--- src/rtl/lock_ctrl_pkg.sv ---
package lock_ctrl_pkg;

  // ----------------------------------------------------------------
  // bus geometry
  // ----------------------------------------------------------------
  localparam int ADDR_W = 18;
  localparam int DATA_W = 16;

  // ----------------------------------------------------------------
  // register indices; byte address is four times the index
  // ----------------------------------------------------------------
  localparam logic [15:0] IDX_LOCK_STATUS = 16'hf600;
  localparam logic [15:0] IDX_CONTROL = 16'hf601;
  localparam logic [15:0] IDX_DECODE = 16'hf602;
  localparam logic [15:0] IDX_EVENT_STATUS = 16'hf610;
  localparam logic [15:0] IDX_EVENT_MASK = 16'hf611;

  // ----------------------------------------------------------------
  // field positions
  // ----------------------------------------------------------------
  localparam int LOCK_BIT = 0;
  localparam int QUICK_BIT = 3;
  localparam int HOLD_BIT = 2;
  localparam int LEN_SEL_LSB = 0;
  localparam int RIGHT_LEN_LSB = 6;
  localparam int LEFT_LEN_LSB = 2;
  localparam int SCHEME_BIT = 1;
  localparam int AUDIO_TYPE_BIT = 0;
  localparam int EV_GAINED = 0;
  localparam int EV_LOST = 1;
  localparam int EV_DECODE = 2;
  localparam int EV_W = 3;

  // ----------------------------------------------------------------
  // reset values and counts
  // ----------------------------------------------------------------
  localparam logic [3:0] CONTROL_RST = 4'h0;
  localparam logic [9:0] DECODE_RST = 10'h000;
  localparam logic [EV_W-1:0] EVENT_RST = 3'h0;
  localparam logic [EV_W-1:0] MASK_RST = 3'h0;
  localparam int NORMAL_LOCK_COUNT = 64;
  localparam int QUICK_LOCK_COUNT = 8;

  // ----------------------------------------------------------------
  // word lengths, selector and detected-length codes
  // ----------------------------------------------------------------
  localparam logic [4:0] BITS_16 = 5'h10;
  localparam logic [4:0] BITS_17 = 5'h11;
  localparam logic [4:0] BITS_18 = 5'h12;
  localparam logic [4:0] BITS_19 = 5'h13;
  localparam logic [4:0] BITS_20 = 5'h14;
  localparam logic [4:0] BITS_21 = 5'h15;
  localparam logic [4:0] BITS_22 = 5'h16;
  localparam logic [4:0] BITS_23 = 5'h17;
  localparam logic [4:0] BITS_24 = 5'h18;

  localparam logic [3:0] CODE_16 = 4'h2;
  localparam logic [3:0] CODE_17 = 4'hc;
  localparam logic [3:0] CODE_18 = 4'h4;
  localparam logic [3:0] CODE_19 = 4'h8;
  localparam logic [3:0] CODE_20 = 4'ha;
  localparam logic [3:0] CODE_21 = 4'hd;
  localparam logic [3:0] CODE_22 = 4'h5;
  localparam logic [3:0] CODE_23 = 4'h9;
  localparam logic [3:0] CODE_24 = 4'hb;
  localparam logic [3:0] CODE_20_WIDE = 4'h3;

  typedef enum logic [1:0] {
    LEN_24 = 2'h0,
    LEN_20 = 2'h1,
    LEN_16 = 2'h2,
    LEN_AUTO = 2'h3
  } word_len_sel_t;

  // lock tracker, gray along hunt -> count -> locked
  typedef enum logic [1:0] {
    ST_HUNT = 2'h0,
    ST_COUNT = 2'h1,
    ST_LOCKED = 2'h3
  } lock_state_t;

  // ----------------------------------------------------------------
  // carriers, laid out as their register bits
  // ----------------------------------------------------------------
  typedef struct packed {
    logic quick_acquire_sel;
    logic frame_clock_hold_sel;
    word_len_sel_t output_word_len_sel;
  } ctrl_t;

  typedef struct packed {
    logic [3:0] right_detected_len;
    logic [3:0] left_detected_len;
    logic packed_scheme_flag;
    logic nonaudio_flag;
  } stream_info_t;

  // byte address of a register index
  function automatic logic [ADDR_W-1:0] reg_addr(input logic [15:0] idx);
    reg_addr = {idx, 2'h0};
  endfunction

endpackage

--- src/rtl/word_len_decode.sv ---
`timescale 1ns/100ps
module word_len_decode
  import lock_ctrl_pkg::*;
(
  input wire logic [3:0] code,
  output logic [4:0] len_bits,
  output logic known
);

  // ----------------------------------------------------------------
  // detected-length code to bit count
  // ----------------------------------------------------------------
  // codes outside the table report unknown so auto mode can fall back
  always_comb
  begin
    known = 1'b1;
    unique case (code)
      CODE_16: len_bits = BITS_16;
      CODE_17: len_bits = BITS_17;
      CODE_18: len_bits = BITS_18;
      CODE_19: len_bits = BITS_19;
      CODE_20: len_bits = BITS_20;
      CODE_21: len_bits = BITS_21;
      CODE_22: len_bits = BITS_22;
      CODE_23: len_bits = BITS_23;
      CODE_24: len_bits = BITS_24;
      CODE_20_WIDE: len_bits = BITS_20;
      default:
      begin
        len_bits = BITS_24;
        known = 1'b0;
      end
    endcase
  end

endmodule

--- src/rtl/spdif_rx_lock_ctrl_decode.sv ---
`timescale 1ns/100ps
module spdif_rx_lock_ctrl_decode
  import lock_ctrl_pkg::*;
#(
  parameter int NORMAL_COUNT = NORMAL_LOCK_COUNT,
  parameter int QUICK_COUNT = QUICK_LOCK_COUNT
)
(
  input wire logic clock,
  input wire logic rst,
  input wire logic [lock_ctrl_pkg::ADDR_W-1:0] addr,
  input wire logic [lock_ctrl_pkg::DATA_W-1:0] wdata,
  input wire logic wr_en,
  input wire logic rd_en,
  output logic [lock_ctrl_pkg::DATA_W-1:0] rdata,
  input wire logic sample_strobe,
  input wire logic sample_valid,
  input wire logic loss_detect,
  input wire logic info_strobe,
  input wire lock_ctrl_pkg::stream_info_t info_in,
  input wire logic frame_clk_in,
  output logic frame_clk_out,
  output logic locked,
  output logic [4:0] word_len,
  output logic irq
);

  import lock_ctrl_pkg::*;

  localparam int CNT_W = $clog2(NORMAL_COUNT + 1);

  // ----------------------------------------------------------------
  // state
  // ----------------------------------------------------------------
  ctrl_t ctrl_q;
  stream_info_t decode_q;
  lock_state_t state_q;
  lock_state_t state_d;
  logic [CNT_W-1:0] count_q;
  logic [CNT_W-1:0] count_d;
  logic [CNT_W-1:0] target;
  logic [EV_W-1:0] ev_q;
  logic [EV_W-1:0] ev_d;
  logic [EV_W-1:0] ev_set;
  logic [EV_W-1:0] ev_clr;
  logic [EV_W-1:0] mask_q;
  logic [EV_W-1:0] mask_d;
  logic [DATA_W-1:0] rdata_q;
  logic [DATA_W-1:0] read_value;
  logic locked_q;
  logic frame_clk_q;
  logic [4:0] word_len_q;
  logic [4:0] word_len_d;
  logic irq_q;
  logic good_sample;
  logic bad_sample;
  logic lose_now;
  logic gain_now;
  logic hit_control;
  logic hit_event;
  logic hit_mask;
  logic [4:0] left_bits;
  logic [4:0] right_bits;
  logic left_known;
  logic right_known;

  // ----------------------------------------------------------------
  // register decode
  // ----------------------------------------------------------------
  // only the control register and the event pair decode for writes
  assign hit_control = wr_en && (addr == reg_addr(IDX_CONTROL));
  assign hit_event = wr_en && (addr == reg_addr(IDX_EVENT_STATUS));
  assign hit_mask = wr_en && (addr == reg_addr(IDX_EVENT_MASK));

  // control register; reserved bits are dropped on write
  always_ff @(posedge clock or posedge rst)
  begin
    if (rst)
    begin
      ctrl_q <= ctrl_t'(CONTROL_RST);
    end
    else if (hit_control)
    begin
      ctrl_q <= ctrl_t'(wdata[3:0]);
    end
  end

  // interrupt mask, same layout as the event status
  always_comb
  begin
    mask_d = mask_q;
    if (hit_mask)
    begin
      mask_d = wdata[EV_W-1:0];
    end
  end

  always_ff @(posedge clock or posedge rst)
  begin
    if (rst)
    begin
      mask_q <= MASK_RST;
    end
    else
    begin
      mask_q <= mask_d;
    end
  end

  // ----------------------------------------------------------------
  // lock acquisition
  // ----------------------------------------------------------------
  // a sample is judged only on its strobe; loss_detect also breaks a run
  assign good_sample = sample_strobe && sample_valid && !loss_detect;
  assign bad_sample = (sample_strobe && !sample_valid) || loss_detect;

  // the threshold follows the quick bit live, even mid-run
  assign target = ctrl_q.quick_acquire_sel ? CNT_W'(QUICK_COUNT) : CNT_W'(NORMAL_COUNT);

  // next lock state and run length
  always_comb
  begin
    state_d = state_q;
    count_d = count_q;
    unique case (state_q)
      ST_HUNT:
      begin
        if (good_sample)
        begin
          count_d = {{(CNT_W-1){1'b0}}, 1'b1};
          state_d = (target <= count_d) ? ST_LOCKED : ST_COUNT;
        end
      end
      ST_COUNT:
      begin
        if (bad_sample)
        begin
          count_d = '0;
          state_d = ST_HUNT;
        end
        else if (good_sample)
        begin
          count_d = count_q + 1'b1;
          if (count_d >= target)
          begin
            state_d = ST_LOCKED;
          end
        end
      end
      ST_LOCKED:
      begin
        if (bad_sample)
        begin
          count_d = '0;
          state_d = ST_HUNT;
        end
      end
      default:
      begin
        count_d = '0;
        state_d = ST_HUNT;
      end
    endcase
  end

  assign lose_now = (state_q == ST_LOCKED) && (state_d != ST_LOCKED);
  assign gain_now = (state_q != ST_LOCKED) && (state_d == ST_LOCKED);

  always_ff @(posedge clock or posedge rst)
  begin
    if (rst)
    begin
      state_q <= ST_HUNT;
      count_q <= '0;
    end
    else
    begin
      state_q <= state_d;
      count_q <= count_d;
    end
  end

  // lock flag changes on the same edge as the tracker
  always_ff @(posedge clock or posedge rst)
  begin
    if (rst)
    begin
      locked_q <= 1'b0;
    end
    else
    begin
      locked_q <= (state_d == ST_LOCKED);
    end
  end

  // ----------------------------------------------------------------
  // recovered frame clock
  // ----------------------------------------------------------------
  // weak mode gates the clock low on the very edge lock is lost and until
  // relock; strong mode passes it through and accepts corrupt frames
  always_ff @(posedge clock or posedge rst)
  begin
    if (rst)
    begin
      frame_clk_q <= 1'b0;
    end
    else if (ctrl_q.frame_clock_hold_sel && (state_d != ST_LOCKED))
    begin
      frame_clk_q <= 1'b0;
    end
    else
    begin
      frame_clk_q <= frame_clk_in;
    end
  end

  // ----------------------------------------------------------------
  // stream decode
  // ----------------------------------------------------------------
  // fields hold their last value across a loss so software can inspect it
  always_ff @(posedge clock or posedge rst)
  begin
    if (rst)
    begin
      decode_q <= stream_info_t'(DECODE_RST);
    end
    else if (info_strobe)
    begin
      decode_q <= info_in;
    end
  end

  word_len_decode left_dec
  (
    .code(decode_q.left_detected_len),
    .len_bits(left_bits),
    .known(left_known)
  );

  word_len_decode right_dec
  (
    .code(decode_q.right_detected_len),
    .len_bits(right_bits),
    .known(right_known)
  );

  // ----------------------------------------------------------------
  // delivered word length
  // ----------------------------------------------------------------
  // auto prefers the left code, then the right, else full 24 bits so no
  // audio bits are thrown away on an unreadable channel status
  always_comb
  begin
    word_len_d = BITS_24;
    unique case (ctrl_q.output_word_len_sel)
      LEN_24: word_len_d = BITS_24;
      LEN_20: word_len_d = BITS_20;
      LEN_16: word_len_d = BITS_16;
      LEN_AUTO:
      begin
        if (left_known)
        begin
          word_len_d = left_bits;
        end
        else if (right_known)
        begin
          word_len_d = right_bits;
        end
      end
    endcase
  end

  always_ff @(posedge clock or posedge rst)
  begin
    if (rst)
    begin
      word_len_q <= BITS_24;
    end
    else
    begin
      word_len_q <= word_len_d;
    end
  end

  // ----------------------------------------------------------------
  // events and interrupt
  // ----------------------------------------------------------------
  // set wins over a clear in the same cycle
  always_comb
  begin
    ev_set = '0;
    ev_set[EV_GAINED] = gain_now;
    ev_set[EV_LOST] = lose_now;
    ev_set[EV_DECODE] = info_strobe && (info_in != decode_q);
    ev_clr = hit_event ? wdata[EV_W-1:0] : '0;
    ev_d = (ev_q & ~ev_clr) | ev_set;
  end

  always_ff @(posedge clock or posedge rst)
  begin
    if (rst)
    begin
      ev_q <= EVENT_RST;
    end
    else
    begin
      ev_q <= ev_d;
    end
  end

  // registered, so it tracks status and mask with no extra cycle
  always_ff @(posedge clock or posedge rst)
  begin
    if (rst)
    begin
      irq_q <= 1'b0;
    end
    else
    begin
      irq_q <= |(ev_d & mask_d);
    end
  end

  // ----------------------------------------------------------------
  // read path
  // ----------------------------------------------------------------
  // unmapped addresses and reserved bits read zero
  always_comb
  begin
    read_value = '0;
    if (addr == reg_addr(IDX_LOCK_STATUS))
    begin
      read_value[LOCK_BIT] = locked_q;
    end
    else if (addr == reg_addr(IDX_CONTROL))
    begin
      read_value[QUICK_BIT:LEN_SEL_LSB] = ctrl_q;
    end
    else if (addr == reg_addr(IDX_DECODE))
    begin
      read_value[RIGHT_LEN_LSB+3:RIGHT_LEN_LSB] = decode_q.right_detected_len;
      read_value[LEFT_LEN_LSB+3:LEFT_LEN_LSB] = decode_q.left_detected_len;
      read_value[SCHEME_BIT] = decode_q.packed_scheme_flag;
      read_value[AUDIO_TYPE_BIT] = decode_q.nonaudio_flag;
    end
    else if (addr == reg_addr(IDX_EVENT_STATUS))
    begin
      read_value[EV_W-1:0] = ev_q;
    end
    else if (addr == reg_addr(IDX_EVENT_MASK))
    begin
      read_value[EV_W-1:0] = mask_q;
    end
  end

  // data stand only in the cycle after the strobe
  always_ff @(posedge clock or posedge rst)
  begin
    if (rst)
    begin
      rdata_q <= '0;
    end
    else
    begin
      rdata_q <= rd_en ? read_value : '0;
    end
  end

  // ----------------------------------------------------------------
  // outputs
  // ----------------------------------------------------------------
  assign rdata = rdata_q;
  assign frame_clk_out = frame_clk_q;
  assign locked = locked_q;
  assign word_len = word_len_q;
  assign irq = irq_q;

endmodule

--- config.mk ---
export PLATFORM = sky130hd
export DESIGN_NAME = spdif_rx_lock_ctrl_decode
export DESIGN_NICKNAME = d
export VERILOG_FILES = /design/src/rtl/lock_ctrl_pkg.sv /design/src/rtl/word_len_decode.sv /design/src/rtl/spdif_rx_lock_ctrl_decode.sv
export SDC_FILE = /design/constraint.sdc
export NUM_CORES = 1
export LEC_CHECK = 0
export ABC_AREA = 1
export BUFFER_PORTS_ARGS = -buffer_cell sky130_fd_sc_hd__buf_2
export CAP_MARGIN = 20
export CORE_ASPECT_RATIO = 1.4
export CORE_MARGIN = 1.5
export CORE_UTILIZATION = 50
export CTS_CLUSTER_SIZE = 20
export DETAILED_ROUTE_END_ITERATION = 12
export PLACE_DENSITY_LB_ADDON = 0.3
export SLEW_MARGIN = 20
export SYNTH_ARGS = -nofsm -noshare
export SYNTH_HDL_FRONTEND = slang
export SYNTH_SLANG_ARGS = --single-unit
export TNS_END_PERCENT = 1
--- constraint.sdc ---
create_clock -name clock -period 3 [get_ports clock]
set_clock_uncertainty 0.05 [all_clocks]
set_input_delay 0.15 -clock clock [delete_from_list [all_inputs] [get_ports clock]]
set_output_delay 0.15 -clock clock [all_outputs]
set_load 0.01 [all_outputs]
==> Yosys cells after proc, flatten, opt, wreduce, memory -nomap -nowiden <==
Index checks and enable logic that the tools add are counted.
{ "word_totals": {"register_bits": 47, "out_inout_bits": 24, "word_cells": 113} }
{ "op_classes": {"bitwise": 4, "add_sub_neg": 1, "magnitude_cmp": 2, "mux": 32, "n_eq_ne": 37, "n_reduce_logical": 21} }
{ "op_table": {"columns": ["op", "count"], "rows": [
  ["$eq A18 B18 Y1 const B", 5],
  ["$pmux W4 S8", 2],
  ["$eq A4 B4 Y1 const B", 12],
  ["$mux W7", 6],
  ["$pmux W7 S3", 1],
  ["$pmux W5 S4", 1],
  ["$reduce_or A10 Y1", 2],
  ["$eq A4 B2 Y1 const B", 4],
  ["$eq A4 B3 Y1 const B", 4],
  ["$mux W3", 5],
  ["$mux W2", 6],
  ["$logic_and A1 B1 Y1", 10],
  ["$mux W10", 1],
  ["$mux W5", 2],
  ["$ne A10 B10 Y1", 1],
  ["$mux W9", 1],
  ["$eq A2 B2 Y1 const B", 4],
  ["$ne A2 B2 Y1 const B", 4],
  ["$add A7 B1 Y7 const B", 1],
  ["$ge A7 B7 Y1", 1],
  ["$le A7 B1 Y1 const B", 1],
  ["$and A3 B3 Y3", 2],
  ["$mux W6", 1],
  ["$pmux W2 S3", 1],
  ["other kinds (12)", 19]
]} }

==> Longest topological paths before layout <==
{ "logic_depth": {"ltp_word": 11, "depth_mapped": 13, "ltp_nobuf": 13} }

==> Cells and area by module <==
A second synthesis with hierarchy kept.
{ "hier_totals": {"cells_unflattened": 351, "area_unflattened_um2": 2632.5} }
{ "by_module_without_submodules": {"columns": ["mod", "instances", "cells_per_inst", "area_per_inst_um2", "seq_area_each_um2"], "rows": [
  ["spdif_rx_lock_ctrl_decode", 1, 301, 2422.3, 1178.6],
  ["word_len_decode", 2, 25, 105.1, 0.0]
]} }

==> Least setup slack after synthesis <==
No wires, ideal clock.
{ "synth_path": {"path_type": "reg-to-reg", "from": "reg count_q[0]", "to": "reg irq_q (netlist: irq)", "setup_time_ns": 0.116, "stages_incl_launch_ff": 14, "t_required_ns": 2.834, "arrival_ns": 1.647, "synth_period_minus_slack_ns": 1.813, "setup_slack_ns": 1.187, "cell_sequence": "dfrtp_1 ha_1 nand2_1 inv_2 nand3_1 xor2_1 inv_1 ha_1 nand2_1 nand2_1 nand3_2 nand2_1 nand2_1 nand2_1"} }
{ "synth_between": {"elab_chain_cells": 11} }
{ "synth_lines": {"columns": ["element", "line", "text"], "rows": [
  ["start: declaration", "spdif_rx_lock_ctrl_decode.sv:39", "logic [CNT_W-1:0] count_q;"],
  ["start signal: assignment", "spdif_rx_lock_ctrl_decode.sv:179", "count_q <= count_d;"],
  ["$add A7 B1 Y7", "spdif_rx_lock_ctrl_decode.sv:143", "count_d = count_q + 1'b1;"],
  ["$ge A7 B7 Y1", "spdif_rx_lock_ctrl_decode.sv:144", "if (count_d >= target)"],
  ["$mux W2", "spdif_rx_lock_ctrl_decode.sv:144", null],
  ["$mux W2", "spdif_rx_lock_ctrl_decode.sv:141", "else if (good_sample)"],
  ["$mux W2", "spdif_rx_lock_ctrl_decode.sv:136", "if (bad_sample)"],
  ["$pmux W2 S3", "spdif_rx_lock_ctrl_decode.sv:125", "unique case (state_q)"],
  ["$eq A2 B2 Y1", "spdif_rx_lock_ctrl_decode.sv:167", "assign gain_now = (state_q != ST_LOCKED) && (state_d == ST_LOCKED);"],
  ["$logic_and A1 B1 Y1", "spdif_rx_lock_ctrl_decode.sv:167", null],
  ["$or A3 B3 Y3", "spdif_rx_lock_ctrl_decode.sv:296", "ev_d = (ev_q & ~ev_clr) | ev_set;"],
  ["via ev_d[0]", "spdif_rx_lock_ctrl_decode.sv:43", "logic [EV_W-1:0] ev_d;"],
  ["$and A3 B3 Y3", "spdif_rx_lock_ctrl_decode.sv:320", "irq_q <= |(ev_d & mask_d);"],
  ["$reduce_or A3 Y1", "spdif_rx_lock_ctrl_decode.sv:320", null],
  ["end signal: assignment", "spdif_rx_lock_ctrl_decode.sv:320", null],
  ["end: declaration", "spdif_rx_lock_ctrl_decode.sv:54", "logic irq_q;"]
]} }
The timed path passes the listed nets, and every way through them passes these cells.
A chain may end at the register's enable or synchronous reset.

==> Final worst setup path <==
Ends and elaborated chain as after synthesis.

==> flow_metrics.py <==
metrics = {
    "run_status": {
        "status": "finished, final reports clean",
    },
    "worst_setup_path": {
        "critPathRequiredTime_ns": 3.14,
        "critPathMaxStageDelay_ns": 0.42,
        "critPathCaptureType": "register",
        "worstSetupStartpointType": "register",
        "reg2reg_slack_ns": 1.0,
        "ff2ff_path_depth": 13,
        "slowest_stage": "sky130_fd_sc_hd__dfrtp_1",
        "timing.critical_path.buf_inv": 2,
        "worst_path_dominant_cell_family": "simple AND/OR/NAND/NOR gates",
        "cp_data_arrival_time_ns": 2.14,
        "worstSetupPathType": "reg2reg",
        "beginning_of_the_worst_register_to_register_path": "count_q[0]$_DFFE_PP0P_",
        "end_of_the_worst_register_to_register_path": "irq$_DFF_PP0_",
        "critical_path.cell_chain": "ha_1 -> nand2_1 -> inv_2 -> nand3_1 -> xor2_1 -> inv_1 -> ha_1 -> nand2_1 -> nand2_1 -> nand3_2 -> nand2_1 -> nand2_1 -> nand2_1",
        "path_max_fanout": 4,
        "dominant_cell_type_by_count_on_the_critical_path": "sky130_fd_sc_hd__nand2_1",
    },
    "yosys": {
        "ys_types": 39,
        "synth-main-ff-cell": "sky130_fd_sc_hd__dfrtp_1",
        "post-synth-top-area-cell": "sky130_fd_sc_hd__dfrtp_1",
        "synth_top_cell_area_share_pct": 41.7,
        "part_of_the_yosys_area_used_for_sequential_elements_pct": 42.7,
        "synth_edf_count": 0,
        "yosys-top-cells-area": "sky130_fd_sc_hd__dfrtp_1 (42%), sky130_fd_sc_hd__nand2_1 (13%), sky130_fd_sc_hd__inv_1 (6.0%)",
        "netlist_area_sq_um": 2700,
        "syn-instance-count": 339,
        "async_flop_share_pct": 100,
        "post_synthesis_average_cell_area_sq_um": 7.97,
        "synth.yosys.warnings": 0,
        "yosys_register_bits": 46,
    },
    "hold_path": {
        "min-delay-start": "info_in[1]",
        "hold_end": "decode_q[1]$_DFFE_PP0P_",
        "min_path_cells": 3,
        "worst_hold_path_type": "in2reg",
    },
    "route": {
        "avgRoutedWirePerCell_um": 11.6,
        "met2WireLength_um": 2880,
        "route.antenna.remaining_nets": 0,
        "wl_um": 5420,
        "firstDrtPassIters": 4,
        "dr_total_vias": 2341,
        "m1WireLength_um": 2200,
        "met3WireLength_um": 227,
        "dr.max_layer_used": "met4",
        "detail_route.vias_per_cell": 5.00,
        "detailed_route_iter0_violations": 136,
        "remaining_drc_errors": 0,
    },
    "layout": {
        "multi_input_area_sq_um": 1290,
        "antenna-diode-count": 0,
        "nNetsFinal": 457,
        "area_growth_pct": 17.0,
        "final_area_sq_um": 3160,
        "fill_cells": 501,
        "seq_area_sq_um": 1150,
        "drive_gt1_share_pct": 27.4,
    },
    "clock_network": {
        "cts_root_buffer": "sky130_fd_sc_hd__clkbuf_8",
        "cts.clk_slew.worst_paths_ns": 0.08,
        "clock-sinks": 46,
        "cts_buffers": 5,
        "cts_tree": "done",
        "htreeDepth": 2,
        "cts_setup_buffers": 0,
        "clock_path_buffers": 2,
        "worstSkewPairLatency_ns": 0.30,
    },
    "global_routing": {
        "number_of_global_route_vias_before_repair": 2319,
        "grt_overflow_total": 0,
        "grt_pass1_wl_um": 9670,
        "pin_count_of_the_biggest_net_entering_global_routing": 28,
        "global_route.usage.total_pct": 20.7,
        "antenna_found_initial": 0,
    },
    "power": {
        "fin_total_pwr_mw": 1.29,
        "power.leakage_nw": 1.76,
        "max-vdd-ir-drop_mv": 0.267,
        "power.density_nw_per_um2": 407,
    },
    "place": {
        "dp_slack_ns": 1.01,
        "hpwl_reported_at_the_end_of_detailed_placement_um": 4360,
        "place.gp.congestion": 0.958,
        "placement.cell_area_sq_um": 3030,
        "numPortBuffers": 57,
    },
    "floorplan": {
        "design.portCount": 77,
        "initial_utilization_pct": 52.0,
        "rows": 31,
        "chipHeight_um": 90.0,
        "fp.dieArea_sq_um": 5860,
        "core_region_area_sq_um": 5200,
        "die_width_um": 65.1,
    },
    "sta": {
        "slew_headroom_pct": 54.2,
        "post-route-period-util_pct": 66.8,
        "rsz0062_at_grt": "no",
        "worstMarginPinSlew_ns": 0.683,
        "finalMaxSlewViolations": 0,
        "setup_slack_ns": 0.996,
        "post-route-min-period_ns": 2.00,
        "timing.setup.tns_ns": 0,
        "max_freq_ghz": 0.499,
        "final_setup_violating_endpoints": 0,
        "timing_hold_violations_final": 0,
    },
    "flow_run": {
        "cap_viol_max_count": 0,
    },
}
## per-stage QoR
| step | utilization (%) | hold WS [ns] | instances |
|---|---|---|---|
| floorplan | - | 0.204 | 344 |
| global placement | 58.3 | 0.150 | 458 |
| detailed placement | 58.3 | 0.155 | 458 |
| CTS | 60.8 | 0.0340 | 468 |
| global route | 60.8 | 0.0413 | 468 |
| finish | 60.8 | 0.0390 | 468 |
## kinds of logic (layout without fill, tap and decap cells)
kind of cell / after synthesis / count (layout) / share of synthesized area, %
flip-flops: 46 / 46 / 42.7
adder cells (fa/ha/maj): 3 / 3 / 1.39
AO/OA/AOI/OAI: 55 / 55 / 11.7
buffers and inverters: 62 / 120 / 10.2
other: 2 / 7 / 0.278
XOR/XNOR: 3 / 3 / 0.973
AND/OR/NAND/NOR: 168 / 168 / 32.8
## flip-flops by register name, summed over array words and instances, names as in the netlist
name / flops
count_q: 7
word_len: 4
decode_q: 10
rdata: 10
ev_q: 3
ctrl_q: 4
locked: 1
state_q: 2
mask_q: 3
frame_clk_out: 1
irq: 1
## worst reg2reg max path: stages, from the launching register on
cell                      delay [ns]
sky130_fd_sc_hd__dfrtp_1        0.42
sky130_fd_sc_hd__ha_1           0.24
sky130_fd_sc_hd__nand2_1        0.10
sky130_fd_sc_hd__inv_2          0.05
sky130_fd_sc_hd__nand3_1        0.11
sky130_fd_sc_hd__xor2_1         0.19
sky130_fd_sc_hd__inv_1          0.06
sky130_fd_sc_hd__ha_1           0.27
sky130_fd_sc_hd__nand2_1        0.07
sky130_fd_sc_hd__nand2_1        0.06
sky130_fd_sc_hd__nand3_2        0.09
sky130_fd_sc_hd__nand2_1        0.07
sky130_fd_sc_hd__nand2_1        0.06
sky130_fd_sc_hd__nand2_1        0.05
## power by group
group,switching (mW),internal (mW),leakage (nW),total (mW)
logic,0.116,0.0629,1.09,0.179
registers,0.0175,0.639,0.610,0.657
clock network,0.206,0.245,0.0579,0.452
## final cells by class
| cell class | count | area share, % |
|---|---|---|
| multi-input cells | 236 | 40.9 |
| flip-flops and latches | 46 | 36.5 |
| repair buffers | 60 | 9.90 |
| inverters | 52 | 6.65 |
| well taps | 66 | 2.61 |
| clock buffers | 5 | 2.18 |
| clock inverters | 3 | 1.27 |
## synthesized netlist by cell type (2+ instances only)
cell type,n
sky130_fd_sc_hd__nor3_2,6
sky130_fd_sc_hd__o22ai_1,3
sky130_fd_sc_hd__nor3_1,5
sky130_fd_sc_hd__inv_1,43
sky130_fd_sc_hd__clkbuf_1,2
sky130_fd_sc_hd__nor2_2,4
sky130_fd_sc_hd__conb_1,2
sky130_fd_sc_hd__a21oi_1,6
sky130_fd_sc_hd__ha_1,3
sky130_fd_sc_hd__nand2_2,3
sky130_fd_sc_hd__nor2_1,21
sky130_fd_sc_hd__nor3b_2,2
sky130_fd_sc_hd__nor2_4,2
sky130_fd_sc_hd__nand2_4,4
sky130_fd_sc_hd__xor2_1,3
sky130_fd_sc_hd__o21ai_0,28
sky130_fd_sc_hd__nand3_4,2
sky130_fd_sc_hd__o21ai_1,10
sky130_fd_sc_hd__nand3_1,18
sky130_fd_sc_hd__nor2_8,2
sky130_fd_sc_hd__nand2_1,92
sky130_fd_sc_hd__o21ai_2,2
sky130_fd_sc_hd__clkinv_2,2
sky130_fd_sc_hd__nand3_2,2
sky130_fd_sc_hd__nand4_1,3
sky130_fd_sc_hd__buf_4,7
sky130_fd_sc_hd__inv_2,6
sky130_fd_sc_hd__dfrtp_1,45
## layout by cell type, fill, tap and decap left out, drive strengths merged
| cell | n |
|---|---|
| xor2 | 3 |
| dfstp | 1 |
| nor3b | 2 |
| a31oi | 1 |
| o21bai | 1 |
| clkbuf | 5 |
| nand3b | 1 |
| buf | 58 |
| clkinv | 6 |
| bufinv | 1 |
| o31ai | 1 |
| o22ai | 3 |
| nand4 | 3 |
| conb | 7 |
| dfrtp | 45 |
| a32oi | 1 |
| nor2 | 29 |
| inv | 48 |
| a21oi | 8 |
| dlygate4sd3 | 2 |
| nand2 | 99 |
| o21ai | 40 |
| nand3 | 22 |
| nor3 | 12 |
| ha | 3 |
## layer usage
metal	vias to the layer above	GRT usage, %
met5	-	0
met4	0	6.77
met3	12	4.01
met2	62	37.2
met1	1076	24.2
li1	1191	-
## how the worst max path moves through the flow
| stage | start | end | slack (ns) | cells after the start |
|---|---|---|---|---|
| 2_1_floorplan | count_q[0]$_DFFE_PP0P_ | irq$_DFF_PP0_ | 1.19 | 13 |
| 3_3_place_gp | count_q[0]$_DFFE_PP0P_ | irq$_DFF_PP0_ | 1.06 | 13 |
| 3_5_place_dp | count_q[0]$_DFFE_PP0P_ | irq$_DFF_PP0_ | 1.01 | 13 |
| 4_1_cts | count_q[0]$_DFFE_PP0P_ | irq$_DFF_PP0_ | 0.99 | 13 |
| 5_1_grt | count_q[0]$_DFFE_PP0P_ | irq$_DFF_PP0_ | 0.82 | 13 |
| 6_report | count_q[0]$_DFFE_PP0P_ | irq$_DFF_PP0_ | 1.0 | 13 |
## what timing repair did
action,in CTS,in global routing
endpoints found under the hold margin,19,0
gates resized for setup,0,0
endpoints found under the setup margin,0,0
hold buffers,2,0
No activity file was read; power rests on OpenSTA's default activity.
